--- config.mk ---
export PLATFORM = sky130hd
export DESIGN_NAME = wwd_top
export DESIGN_NICKNAME = d
export VERILOG_FILES = /design/src/wwd_pkg.sv /design/src/wwd_prescaler.sv /design/src/wwd_top.sv
export SDC_FILE = /design/constraint.sdc
export NUM_CORES = 1
export LEC_CHECK = 0
export ABC_AREA = 0
export ABC_CLOCK_PERIOD_IN_PS = 4800
export BUFFER_PORTS_ARGS = -buffer_cell sky130_fd_sc_hd__buf_2
export CORE_UTILIZATION = 45
export CTS_BUF_LIST = sky130_fd_sc_hd__clkbuf_4 sky130_fd_sc_hd__clkbuf_8
export DETAILED_ROUTE_END_ITERATION = 8
export PLACE_DENSITY = 0.81
export SYNTH_ARGS = -nofsm -noshare
export SYNTH_HDL_FRONTEND = slang
export SYNTH_HIERARCHICAL = 1
export SYNTH_SLANG_ARGS = --single-unit
--- constraint.sdc ---
create_clock -name pclk -period 4.8 [get_ports pclk]
set_input_delay 0.96 -clock pclk [delete_from_list [all_inputs] [get_ports pclk]]
set_output_delay 0.96 -clock pclk [all_outputs]
set_load 0.01 [all_outputs]
--- src/wwd_pkg.sv ---
`default_nettype none
package wwd_pkg;

  // ----------------------------------------------------------------
  // Timing
  // ----------------------------------------------------------------
  localparam int unsigned CLK_HZ        = 50_000_000;
  localparam int unsigned PRESCALE_DIV  = 16384;
  localparam int unsigned RST_TIME_NS   = 30_000;
  localparam int unsigned RST_PULSE_CYC = (RST_TIME_NS * (CLK_HZ / 1_000_000) + 999) / 1000;
  localparam int unsigned PULSE_CNT_W   = 12;

  // ----------------------------------------------------------------
  // Register offsets (byte addresses)
  // ----------------------------------------------------------------
  localparam logic [11:0] CTRL_OFS = 12'h000;
  localparam logic [11:0] WIN_OFS  = 12'h004;
  localparam logic [11:0] STAT_OFS = 12'h008;

  // ----------------------------------------------------------------
  // Field positions and values
  // ----------------------------------------------------------------
  localparam int unsigned ACT_BIT     = 7;
  localparam int unsigned TOP_BIT     = 6;
  localparam int unsigned CAUSE_EXP   = 0;
  localparam int unsigned CAUSE_WIN   = 1;
  localparam int unsigned CAUSE_SW    = 2;
  localparam int unsigned CAUSE_HALT  = 3;
  localparam logic [6:0]  CNT_RST     = 7'h7F;
  localparam logic [6:0]  WIN_RST     = 7'h7F;
  localparam logic [6:0]  EXPIRE_CNT  = 7'h40;
  localparam logic [3:0]  STAT_RST    = 4'h0;

  // ----------------------------------------------------------------
  // Reset pulse states
  // ----------------------------------------------------------------
  typedef enum logic [1:0] {
    WWD_IDLE  = 2'b01,
    WWD_PULSE = 2'b10
  } wwd_state_e;

endpackage
`default_nettype wire

--- src/wwd_prescaler.sv ---
`timescale 1ns/1ns
`default_nettype none
module wwd_prescaler #(
  parameter int unsigned DIV = 16384
) (
  input  wire logic pclk,
  input  wire logic presetn,
  output var  logic tick_q
);

  localparam int unsigned W = $clog2(DIV);
  localparam logic [W-1:0] LAST = W'(DIV - 1);

  logic [W-1:0] div_q;

  // ----------------------------------------------------------------
  // Free-running divider, never cleared by software
  // ----------------------------------------------------------------
  always_ff @(posedge pclk or negedge presetn)
  begin
    if (!presetn)
    begin
      div_q  <= '0;
      tick_q <= 1'b0;
    end
    else
    begin
      div_q  <= (div_q == LAST) ? '0 : div_q + 1'b1;
      tick_q <= (div_q == LAST);
    end
  end

  property p_tick_single;
    @(posedge pclk) disable iff (!presetn)
    tick_q |=> !tick_q;
  endproperty
  a_tick_single: assert property (p_tick_single) else $error("prescaler tick longer than one cycle");

endmodule // wwd_prescaler
`default_nettype wire

--- src/wwd_top.sv ---
// Behaviour
// - Counter decrements once per 16384 clock prescaler period.
// - Active watchdog resets when counter rolls from 40h to 3Fh.
// - Watchdog reset holds reset pin low for 30 us.
// - Refresh of active watchdog while counter above window limit causes a reset.
// - Software option: inactive after reset, activation bit sticky until reset.
// - Hardware option: always active, activation bit ignored.
// - Counter runs even when watchdog is not active.
// - Writing activation set with top bit clear resets at once.
// - Active watchdog with halt-reset option and oscillator irq off resets on halt.
// - Low six counter bits give timeout of 1 to 64 prescaled steps.
// - Control writes never clear the prescaler.
// - Oscillator irq off plus halt-reset option: halt of active watchdog gives reset.
`timescale 1ns/1ns
`default_nettype none
module wwd_top #(
  parameter int unsigned PRESCALE = wwd_pkg::PRESCALE_DIV
) (
  input  wire logic        pclk,
  input  wire logic        presetn,
  input  wire logic        psel,
  input  wire logic        penable,
  input  wire logic        pwrite,
  input  wire logic [11:0] paddr,
  input  wire logic [31:0] pwdata,
  output var  logic [31:0] prdata,
  output var  logic        pready,
  output var  logic        pslverr,
  input  wire logic        hw_watchdog_opt,
  input  wire logic        halt_reset_option,
  input  wire logic        oscillator_irq_enable,
  input  wire logic        halt_req,
  output var  logic        rst_pin_n,
  output var  logic        reset_req,
  output var  logic        halt_grant
);

  localparam int PULSE_N = wwd_pkg::RST_PULSE_CYC;
  localparam logic [wwd_pkg::PULSE_CNT_W-1:0] PULSE_LAST =
    wwd_pkg::PULSE_CNT_W'(wwd_pkg::RST_PULSE_CYC - 1);

  // ----------------------------------------------------------------
  // State
  // ----------------------------------------------------------------
  logic [6:0]                      cnt_q;
  logic [6:0]                      win_q;
  logic                            act_q;
  logic [3:0]                      stat_q;
  logic                            hw_opt_q;
  logic                            halt_opt_q;
  logic                            pready_q;
  logic [31:0]                     prdata_q;
  logic                            pslverr_q;
  logic                            rst_pin_n_q;
  logic                            reset_req_q;
  logic                            halt_grant_q;
  logic [wwd_pkg::PULSE_CNT_W-1:0] pcnt_q;
  wwd_pkg::wwd_state_e             state_q;
  logic                            tick;

  // ----------------------------------------------------------------
  // Prescaler
  // ----------------------------------------------------------------
  wwd_prescaler #(
    .DIV (PRESCALE)
  ) u_prescaler (
    .pclk    (pclk),
    .presetn (presetn),
    .tick_q  (tick)
  );

  // ----------------------------------------------------------------
  // Bus decode
  // ----------------------------------------------------------------
  logic       setup_acc;
  logic       done;
  logic       wr_ctrl;
  logic       wr_win;
  logic       wr_stat;
  logic       mapped;
  logic       active;
  logic [3:0] cause;

  // Access completes on the second access cycle
  assign setup_acc = psel & penable & ~pready_q;
  assign done      = psel & penable & pready_q;
  assign wr_ctrl   = done & pwrite & (paddr == wwd_pkg::CTRL_OFS);
  assign wr_win    = done & pwrite & (paddr == wwd_pkg::WIN_OFS);
  assign wr_stat   = done & pwrite & (paddr == wwd_pkg::STAT_OFS);
  assign mapped    = (paddr == wwd_pkg::CTRL_OFS) | (paddr == wwd_pkg::WIN_OFS) |
                     (paddr == wwd_pkg::STAT_OFS);

  // Effective activation
  assign active = hw_opt_q | act_q;

  // Reset causes in this cycle
  assign cause[wwd_pkg::CAUSE_EXP]  = active & tick & ~wr_ctrl & (cnt_q == wwd_pkg::EXPIRE_CNT);
  assign cause[wwd_pkg::CAUSE_WIN]  = wr_ctrl & active & (cnt_q > win_q);
  assign cause[wwd_pkg::CAUSE_SW]   = wr_ctrl & (active | pwdata[wwd_pkg::ACT_BIT]) &
                                      ~pwdata[wwd_pkg::TOP_BIT];
  assign cause[wwd_pkg::CAUSE_HALT] = halt_req & active & halt_opt_q & ~oscillator_irq_enable;

  // ----------------------------------------------------------------
  // Option straps, caught by the clock
  // ----------------------------------------------------------------
  always_ff @(posedge pclk or negedge presetn)
  begin
    if (!presetn)
    begin
      hw_opt_q   <= 1'b0;
      halt_opt_q <= 1'b0;
    end
    else
    begin
      hw_opt_q   <= hw_watchdog_opt;
      halt_opt_q <= halt_reset_option;
    end
  end

  // ----------------------------------------------------------------
  // APB handshake and read data
  // ----------------------------------------------------------------
  always_ff @(posedge pclk or negedge presetn)
  begin
    if (!presetn)
    begin
      pready_q  <= 1'b0;
      pslverr_q <= 1'b0;
    end
    else
    begin
      pready_q  <= setup_acc;
      pslverr_q <= setup_acc & ~mapped;
    end
  end

  // Read data captured in the first access cycle
  always_ff @(posedge pclk or negedge presetn)
  begin
    if (!presetn)
    begin
      prdata_q <= 32'h0000_0000;
    end
    else if (setup_acc)
    begin
      unique case (paddr)
        wwd_pkg::CTRL_OFS: prdata_q <= {24'h00_0000, active, cnt_q};
        wwd_pkg::WIN_OFS:  prdata_q <= {25'h000_0000, win_q};
        wwd_pkg::STAT_OFS: prdata_q <= {28'h000_0000, stat_q};
        default:           prdata_q <= 32'h0000_0000;
      endcase
    end
  end

  // ----------------------------------------------------------------
  // Downcounter
  // ----------------------------------------------------------------
  always_ff @(posedge pclk or negedge presetn)
  begin
    if (!presetn)
      cnt_q <= wwd_pkg::CNT_RST;
    else if (wr_ctrl)
      cnt_q <= pwdata[6:0];
    else if (tick)
      cnt_q <= cnt_q - 7'h01;
  end

  // ----------------------------------------------------------------
  // Activation and window limit
  // ----------------------------------------------------------------
  always_ff @(posedge pclk or negedge presetn)
  begin
    if (!presetn)
      act_q <= 1'b0;
    else if (wr_ctrl & pwdata[wwd_pkg::ACT_BIT])
      act_q <= 1'b1;
  end

  // Window limit register
  always_ff @(posedge pclk or negedge presetn)
  begin
    if (!presetn)
      win_q <= wwd_pkg::WIN_RST;
    else if (wr_win)
      win_q <= pwdata[6:0];
  end

  // ----------------------------------------------------------------
  // Cause flags, write one to clear, set wins
  // ----------------------------------------------------------------
  always_ff @(posedge pclk or negedge presetn)
  begin
    if (!presetn)
    begin
      stat_q <= wwd_pkg::STAT_RST;
    end
    else
    begin
      stat_q <= (stat_q & ~(wr_stat ? pwdata[3:0] : 4'h0)) | cause;
    end
  end

  // ----------------------------------------------------------------
  // Reset pulse sequencer
  // ----------------------------------------------------------------
  always_ff @(posedge pclk or negedge presetn)
  begin
    if (!presetn)
    begin
      state_q     <= wwd_pkg::WWD_IDLE;
      pcnt_q      <= '0;
      rst_pin_n_q <= 1'b1;
      reset_req_q <= 1'b0;
    end
    else
    begin
      unique case (state_q)
        wwd_pkg::WWD_IDLE:
        begin
          if (|cause)
          begin
            state_q     <= wwd_pkg::WWD_PULSE;
            pcnt_q      <= '0;
            rst_pin_n_q <= 1'b0;
            reset_req_q <= 1'b1;
          end
        end
        wwd_pkg::WWD_PULSE:
        begin
          if (pcnt_q == PULSE_LAST)
          begin
            state_q     <= wwd_pkg::WWD_IDLE;
            rst_pin_n_q <= 1'b1;
            reset_req_q <= 1'b0;
          end
          else
          begin
            pcnt_q <= pcnt_q + 1'b1;
          end
        end
        default:
        begin
          state_q     <= wwd_pkg::WWD_IDLE;
          rst_pin_n_q <= 1'b1;
          reset_req_q <= 1'b0;
        end
      endcase
    end
  end

  // ----------------------------------------------------------------
  // Halt grant when no reset replaces the halt
  // ----------------------------------------------------------------
  always_ff @(posedge pclk or negedge presetn)
  begin
    if (!presetn)
      halt_grant_q <= 1'b0;
    else
      halt_grant_q <= halt_req & ~cause[wwd_pkg::CAUSE_HALT];
  end

  // ----------------------------------------------------------------
  // Outputs
  // ----------------------------------------------------------------
  assign prdata     = prdata_q;
  assign pready     = pready_q;
  assign pslverr    = pslverr_q;
  assign rst_pin_n  = rst_pin_n_q;
  assign reset_req  = reset_req_q;
  assign halt_grant = halt_grant_q;

  // ----------------------------------------------------------------
  // Checks
  // ----------------------------------------------------------------
  logic [wwd_pkg::PULSE_CNT_W-1:0] low_cnt_q;

  // Cycles the reset pin has been low
  always_ff @(posedge pclk or negedge presetn)
  begin
    if (!presetn)
    begin
      low_cnt_q <= '0;
    end
    else
    begin
      low_cnt_q <= rst_pin_n_q ? '0 : low_cnt_q + 1'b1;
    end
  end

  property p_tick_dec;
    @(posedge pclk) disable iff (!presetn)
    (tick & ~wr_ctrl) |=> (cnt_q == $past(cnt_q) - 7'h01);
  endproperty
  a_tick_dec: assert property (p_tick_dec) else $error("counter missed a decrement");

  property p_expiry;
    @(posedge pclk) disable iff (!presetn)
    (active & tick & ~wr_ctrl & (cnt_q == 7'h40) & (state_q == wwd_pkg::WWD_IDLE))
      |=> !rst_pin_n ##1 !rst_pin_n;
  endproperty
  a_expiry: assert property (p_expiry) else $error("no reset on counter expiry");

  property p_pulse_len;
    @(posedge pclk) disable iff (!presetn)
    $rose(rst_pin_n) |-> (low_cnt_q == PULSE_N);
  endproperty
  a_pulse_len: assert property (p_pulse_len) else $error("reset pulse length wrong");

  property p_pulse_max;
    @(posedge pclk) disable iff (!presetn)
    !rst_pin_n |-> (low_cnt_q < PULSE_N);
  endproperty
  a_pulse_max: assert property (p_pulse_max) else $error("reset pulse too long");

  property p_window;
    @(posedge pclk) disable iff (!presetn)
    (wr_ctrl & active & (cnt_q > win_q) & (state_q == wwd_pkg::WWD_IDLE)) |=> !rst_pin_n;
  endproperty
  a_window: assert property (p_window) else $error("no reset on early refresh");

  property p_sticky;
    @(posedge pclk) disable iff (!presetn)
    act_q |=> act_q;
  endproperty
  a_sticky: assert property (p_sticky) else $error("activation cleared without reset");

  property p_inactive;
    @(posedge pclk) disable iff (!presetn)
    (~active & ~(wr_ctrl & pwdata[7]) & (state_q == wwd_pkg::WWD_IDLE)) |=> rst_pin_n;
  endproperty
  a_inactive: assert property (p_inactive) else $error("reset cause while inactive");

  property p_hw;
    @(posedge pclk) disable iff (!presetn)
    (hw_opt_q & wr_ctrl & ~pwdata[7] & ~pwdata[6] & (state_q == wwd_pkg::WWD_IDLE))
      |=> (!rst_pin_n & reset_req);
  endproperty
  a_hw: assert property (p_hw) else $error("hardware option not active");

  property p_sw;
    @(posedge pclk) disable iff (!presetn)
    (wr_ctrl & pwdata[7] & ~pwdata[6] & (state_q == wwd_pkg::WWD_IDLE)) |=> (!rst_pin_n & reset_req);
  endproperty
  a_sw: assert property (p_sw) else $error("software reset missing");

  property p_halt;
    @(posedge pclk) disable iff (!presetn)
    (halt_req & active & halt_opt_q & ~oscillator_irq_enable) |=> (!halt_grant & stat_q[3]);
  endproperty
  a_halt: assert property (p_halt) else $error("halt not turned into reset");

  property p_merge;
    @(posedge pclk) disable iff (!presetn)
    reset_req == !rst_pin_n;
  endproperty
  a_merge: assert property (p_merge) else $error("reset request and pin disagree");

endmodule // wwd_top
`default_nettype wire

==> out/results.md <==
| Item | This run |
| --- | --- |
| Iter 0 DRT Violations | 207 |
| Die outline height | 87.37 um |
| Vias | 2572 |
| Mean Syn Cell Area | 9.424 um2 |
| I/O Buffers | 41 |
| Required time at the endpoint of the critical path | 5000 ps |
| Area post-placement | 0.003480 mm2 |
| Number of buffers added to fix hold violations after cts | 0 |
| Clock latency reported for the late side of the worst-skew pair | 330 ps |
| Reg clk slew, reported paths | 60 ps |
| Leakage power | 1.701 nW |
| Post-CTS Setup Repair Bufs | 0 |
| Maximum operating frequency | 0.3491 GHz |
| Setup repair after global routing missed its margin | false |
| Overflow left after global routing | 0 |
| DRC | 0 |
| Commonest non-fill, non-tap cells in the layout | sky130_fd_sc_hd__nand2_1 (53), sky130_fd_sc_hd__dfrtp_1 (46), sky130_fd_sc_hd__buf_2 (41), sky130_fd_sc_hd__nor2_1 (32), sky130_fd_sc_hd__o21ai_0 (27) |
| Maximum clock insertion buffer count | 2 |
| Cell at the root of the clock tree | sky130_fd_sc_hd__clkbuf_8 |
| Summed area of non-filler cells in the final layout | 0.003671 mm2 |
| Area contributors post-synth | sky130_fd_sc_hd__dfrtp_1 (35%), sky130_fd_sc_hd__dfstp_2 (12%), sky130_fd_sc_hd__nand2_1 (6.1%), sky130_fd_sc_hd__buf_4 (5.7%), sky130_fd_sc_hd__ha_1 (4.2%) |
| Category of the most critical setup path | in -> reg |
| Final period demand of the worst path | 2865 ps |
| Number of setup violations in the final report | 0 |
| Standard cell with the maximum stage delay on the critical path | sky130_fd_sc_hd__nor4_2 |
| Worst clock skew | 9.201 ps |
| Inserted Clock Buffers | 9 |
| Count of distinct cell types in the synthesized netlist | 48 |
| Post-layout net count | 455 |
| Ratio of routed vias to standard cells | 5.228 |
| Part of the Yosys area used for sequential elements | 0.4712 |
| Maximum number of pins on one net before global-route repair | 62 |
| Sum of routed wire length over all layers | 6.427 mm |
| Final count of pins violating max slew | 0 |
| H-Tree Level Count | 3 |
| Cell-by-cell listing of the critical path | buf_2, nor4_1, nand3_1, nor4_2, o21ai_0 |
| Total chip power | 1.013 mW |
| Number of hold-slack violations in the final timing report | 0 |
| CP max FO | 15 |
| Startpoint class of the critical path | input port |
| Worst setup EP type | register |
| Starting utilization of the core area | 0.4748 |
| Flop and latch count out of synthesis | 61 |
| Leading cell type in the layout, fill and taps excluded | sky130_fd_sc_hd__nand2_1 |
| CTS resizes | 0 |
| Antenna violations before repair | 0 |
| Area growth from synthesis to final layout | 11.94% |
| Slowest stage delay, CP | 1010 ps |
| Share of the clock period used by the worst path after layout | 0.5968 |
| Worst-margin pin slew | 1161 ps |
| Post-synthesis instance total | 348 |
| Antenna-violating nets left | 0 |
| Post-DP HPWL | 4.618 mm |
| Count of buffering cells on the critical path with inverters included | 1 |
| Diode count | 0 |
| Data arrival time of the critical path | 3070 ps |
| Share of the synthesized area in the top cell type | 0.3510 |
| Async SR Flop Fraction | 1.000 |
| Row Count | 30 |
| Power per Cell Area | 276.0 mW/mm2 |
| Clock tree from TritonCTS | built |
| Headroom to the max-slew limit | 0.2197 |
| First-pass DRT Iterations | 6 |
| # IOs | 90 |
| Number of inserted filler cells in the final layout | 623 |
| Die footprint | 0.007633 mm2 |
| Yosys top cell by area | sky130_fd_sc_hd__dfrtp_1 |
| Die W | 87.37 um |
| Kind of cell with the highest combined delay on the critical path | simple AND/OR/NAND/NOR gates |
| Commonest register cell after synthesis | sky130_fd_sc_hd__dfrtp_1 |
| Number of enable-type register cells in the synthesized netlist | 0 |
| Total number of yosys warnings | 6 |
| Status | completed |
| Global-route wire length before repair | 10.56 mm |
| Max-cap check violation count | 0 |
| Area inside the core boundary | 0.006907 mm2 |
| Clk sink count | 61 |
| Path type of the worst min-delay path | reg -> reg |
| Number of global-route vias before repair | 2332 |
| Total global routing track utilization | 0.1789 |
| Fraction of layout instances using a drive strength above 1 | 0.2096 |
| Global placement routability congestion | 0.8584 |
| Maximum ir drop on the vdd rail | 0.0001335 V |
| Per-cell routed wire length | 13.06 um |
| Final total negative setup slack | 0 ps |
| Netlist area before placement | 0.003279 mm2 |
-- registers in the layout, summed over array words and instances (netlist names) --
| register | count |
|---|---|
| act_q | 1 |
| cnt_q | 7 |
| halt_grant | 1 |
| halt_opt_q | 1 |
| hw_opt_q | 1 |
| pcnt_q | 12 |
| prdata | 8 |
| pready | 1 |
| pslverr | 1 |
| reset_req | 1 |
| stat_q | 4 |
| state_q | 1 |
| u_prescaler/div_q | 14 |
| u_prescaler/tick_q | 1 |
| win_q | 7 |
-- cells in the mapped netlist, types with 7 or more instances --
cell,n
sky130_fd_sc_hd__dfstp_2,15
sky130_fd_sc_hd__mux2i_1,7
sky130_fd_sc_hd__nand2_1,53
sky130_fd_sc_hd__buf_4,25
sky130_fd_sc_hd__ha_1,11
sky130_fd_sc_hd__nor2_1,32
sky130_fd_sc_hd__dfrtp_1,46
sky130_fd_sc_hd__nand3_1,13
sky130_fd_sc_hd__a21oi_1,9
sky130_fd_sc_hd__xnor2_1,12
sky130_fd_sc_hd__nand4_1,7
sky130_fd_sc_hd__o21ai_0,27
sky130_fd_sc_hd__xor2_1,8
sky130_fd_sc_hd__inv_1,13
sky130_fd_sc_hd__o31ai_1,7
-- path summary, 6_finish.rpt --
check                      cells after the start  slack [ps]        end  startpoint
max                                            5        1940   cnt_q[0]    paddr[9]
min                                            2         470  stat_q[2]   stat_q[2]
max reg2reg                                    6        2340  pcnt_q[8]    cnt_q[3]
min reg2reg                                    2         470  stat_q[2]   stat_q[2]
max in group asynchronous                      2        3500  pcnt_q[6]     presetn
min in group asynchronous                      2         770  prdata[6]     presetn
-- where the power goes --
group          internal, mW  switching [mW]
sequential            0.518         0.00178
clock                 0.249           0.193
combinational        0.0155          0.0367
total                 0.782           0.232
-- cell type report --
class | count | area, um2 | share of cell area
well taps | 96 | 120.1 | 0.03272
clock buffers | 11 | 138.9 | 0.03783
flip-flops and latches | 61 | 1545 | 0.4209
multi-input cells | 264 | 1553 | 0.4230
repair buffers | 42 | 212.7 | 0.05794
inverters | 13 | 48.80 | 0.01329
clock inverters | 5 | 52.55 | 0.01431
-- logic make-up after synthesis --
kind of cell,synth area share
other,0.001144
AO/OA/AOI/OAI,0.1168
AND/OR/NAND/NOR,0.2072
flip-flops,0.4712
multiplexers,0.02480
buffers and inverters,0.08356
XOR/XNOR,0.05342
adder cells (fa/ha/maj),0.04197
-- tightest hold or removal path, stage by stage, from the launching register on --
cell                      delay (ps)
sky130_fd_sc_hd__dfrtp_1         340
sky130_fd_sc_hd__nand2_1          50
sky130_fd_sc_hd__nand2_1          40
-- per-stage QoR --
stage | hold slack (ps) | instances | worst slack [ps] | utilization
6_report | 469.1 | 492 | 1935 | 0.5315
5_1_grt | 480.3 | 492 | 1719 | 0.5315
4_1_cts | 472.1 | 492 | 1922 | 0.5315
3_5_place_dp | 457.4 | 476 | 1618 | 0.5038
3_3_place_gp | 453.7 | 476 | 1694 | 0.5038
2_1_floorplan | 436.5 | 371 | 2201 | -
-- routing by layer --
metal  up-vias  part of all wire  GRT usage
met5         -                 0          0
met1      1216              0.46     0.2330
met2       105              0.47     0.2841
met3        10             0.057    0.04360
li1       1241                 -          -
met4         0             0.016    0.07601
(Power assumes the default switching activity.)
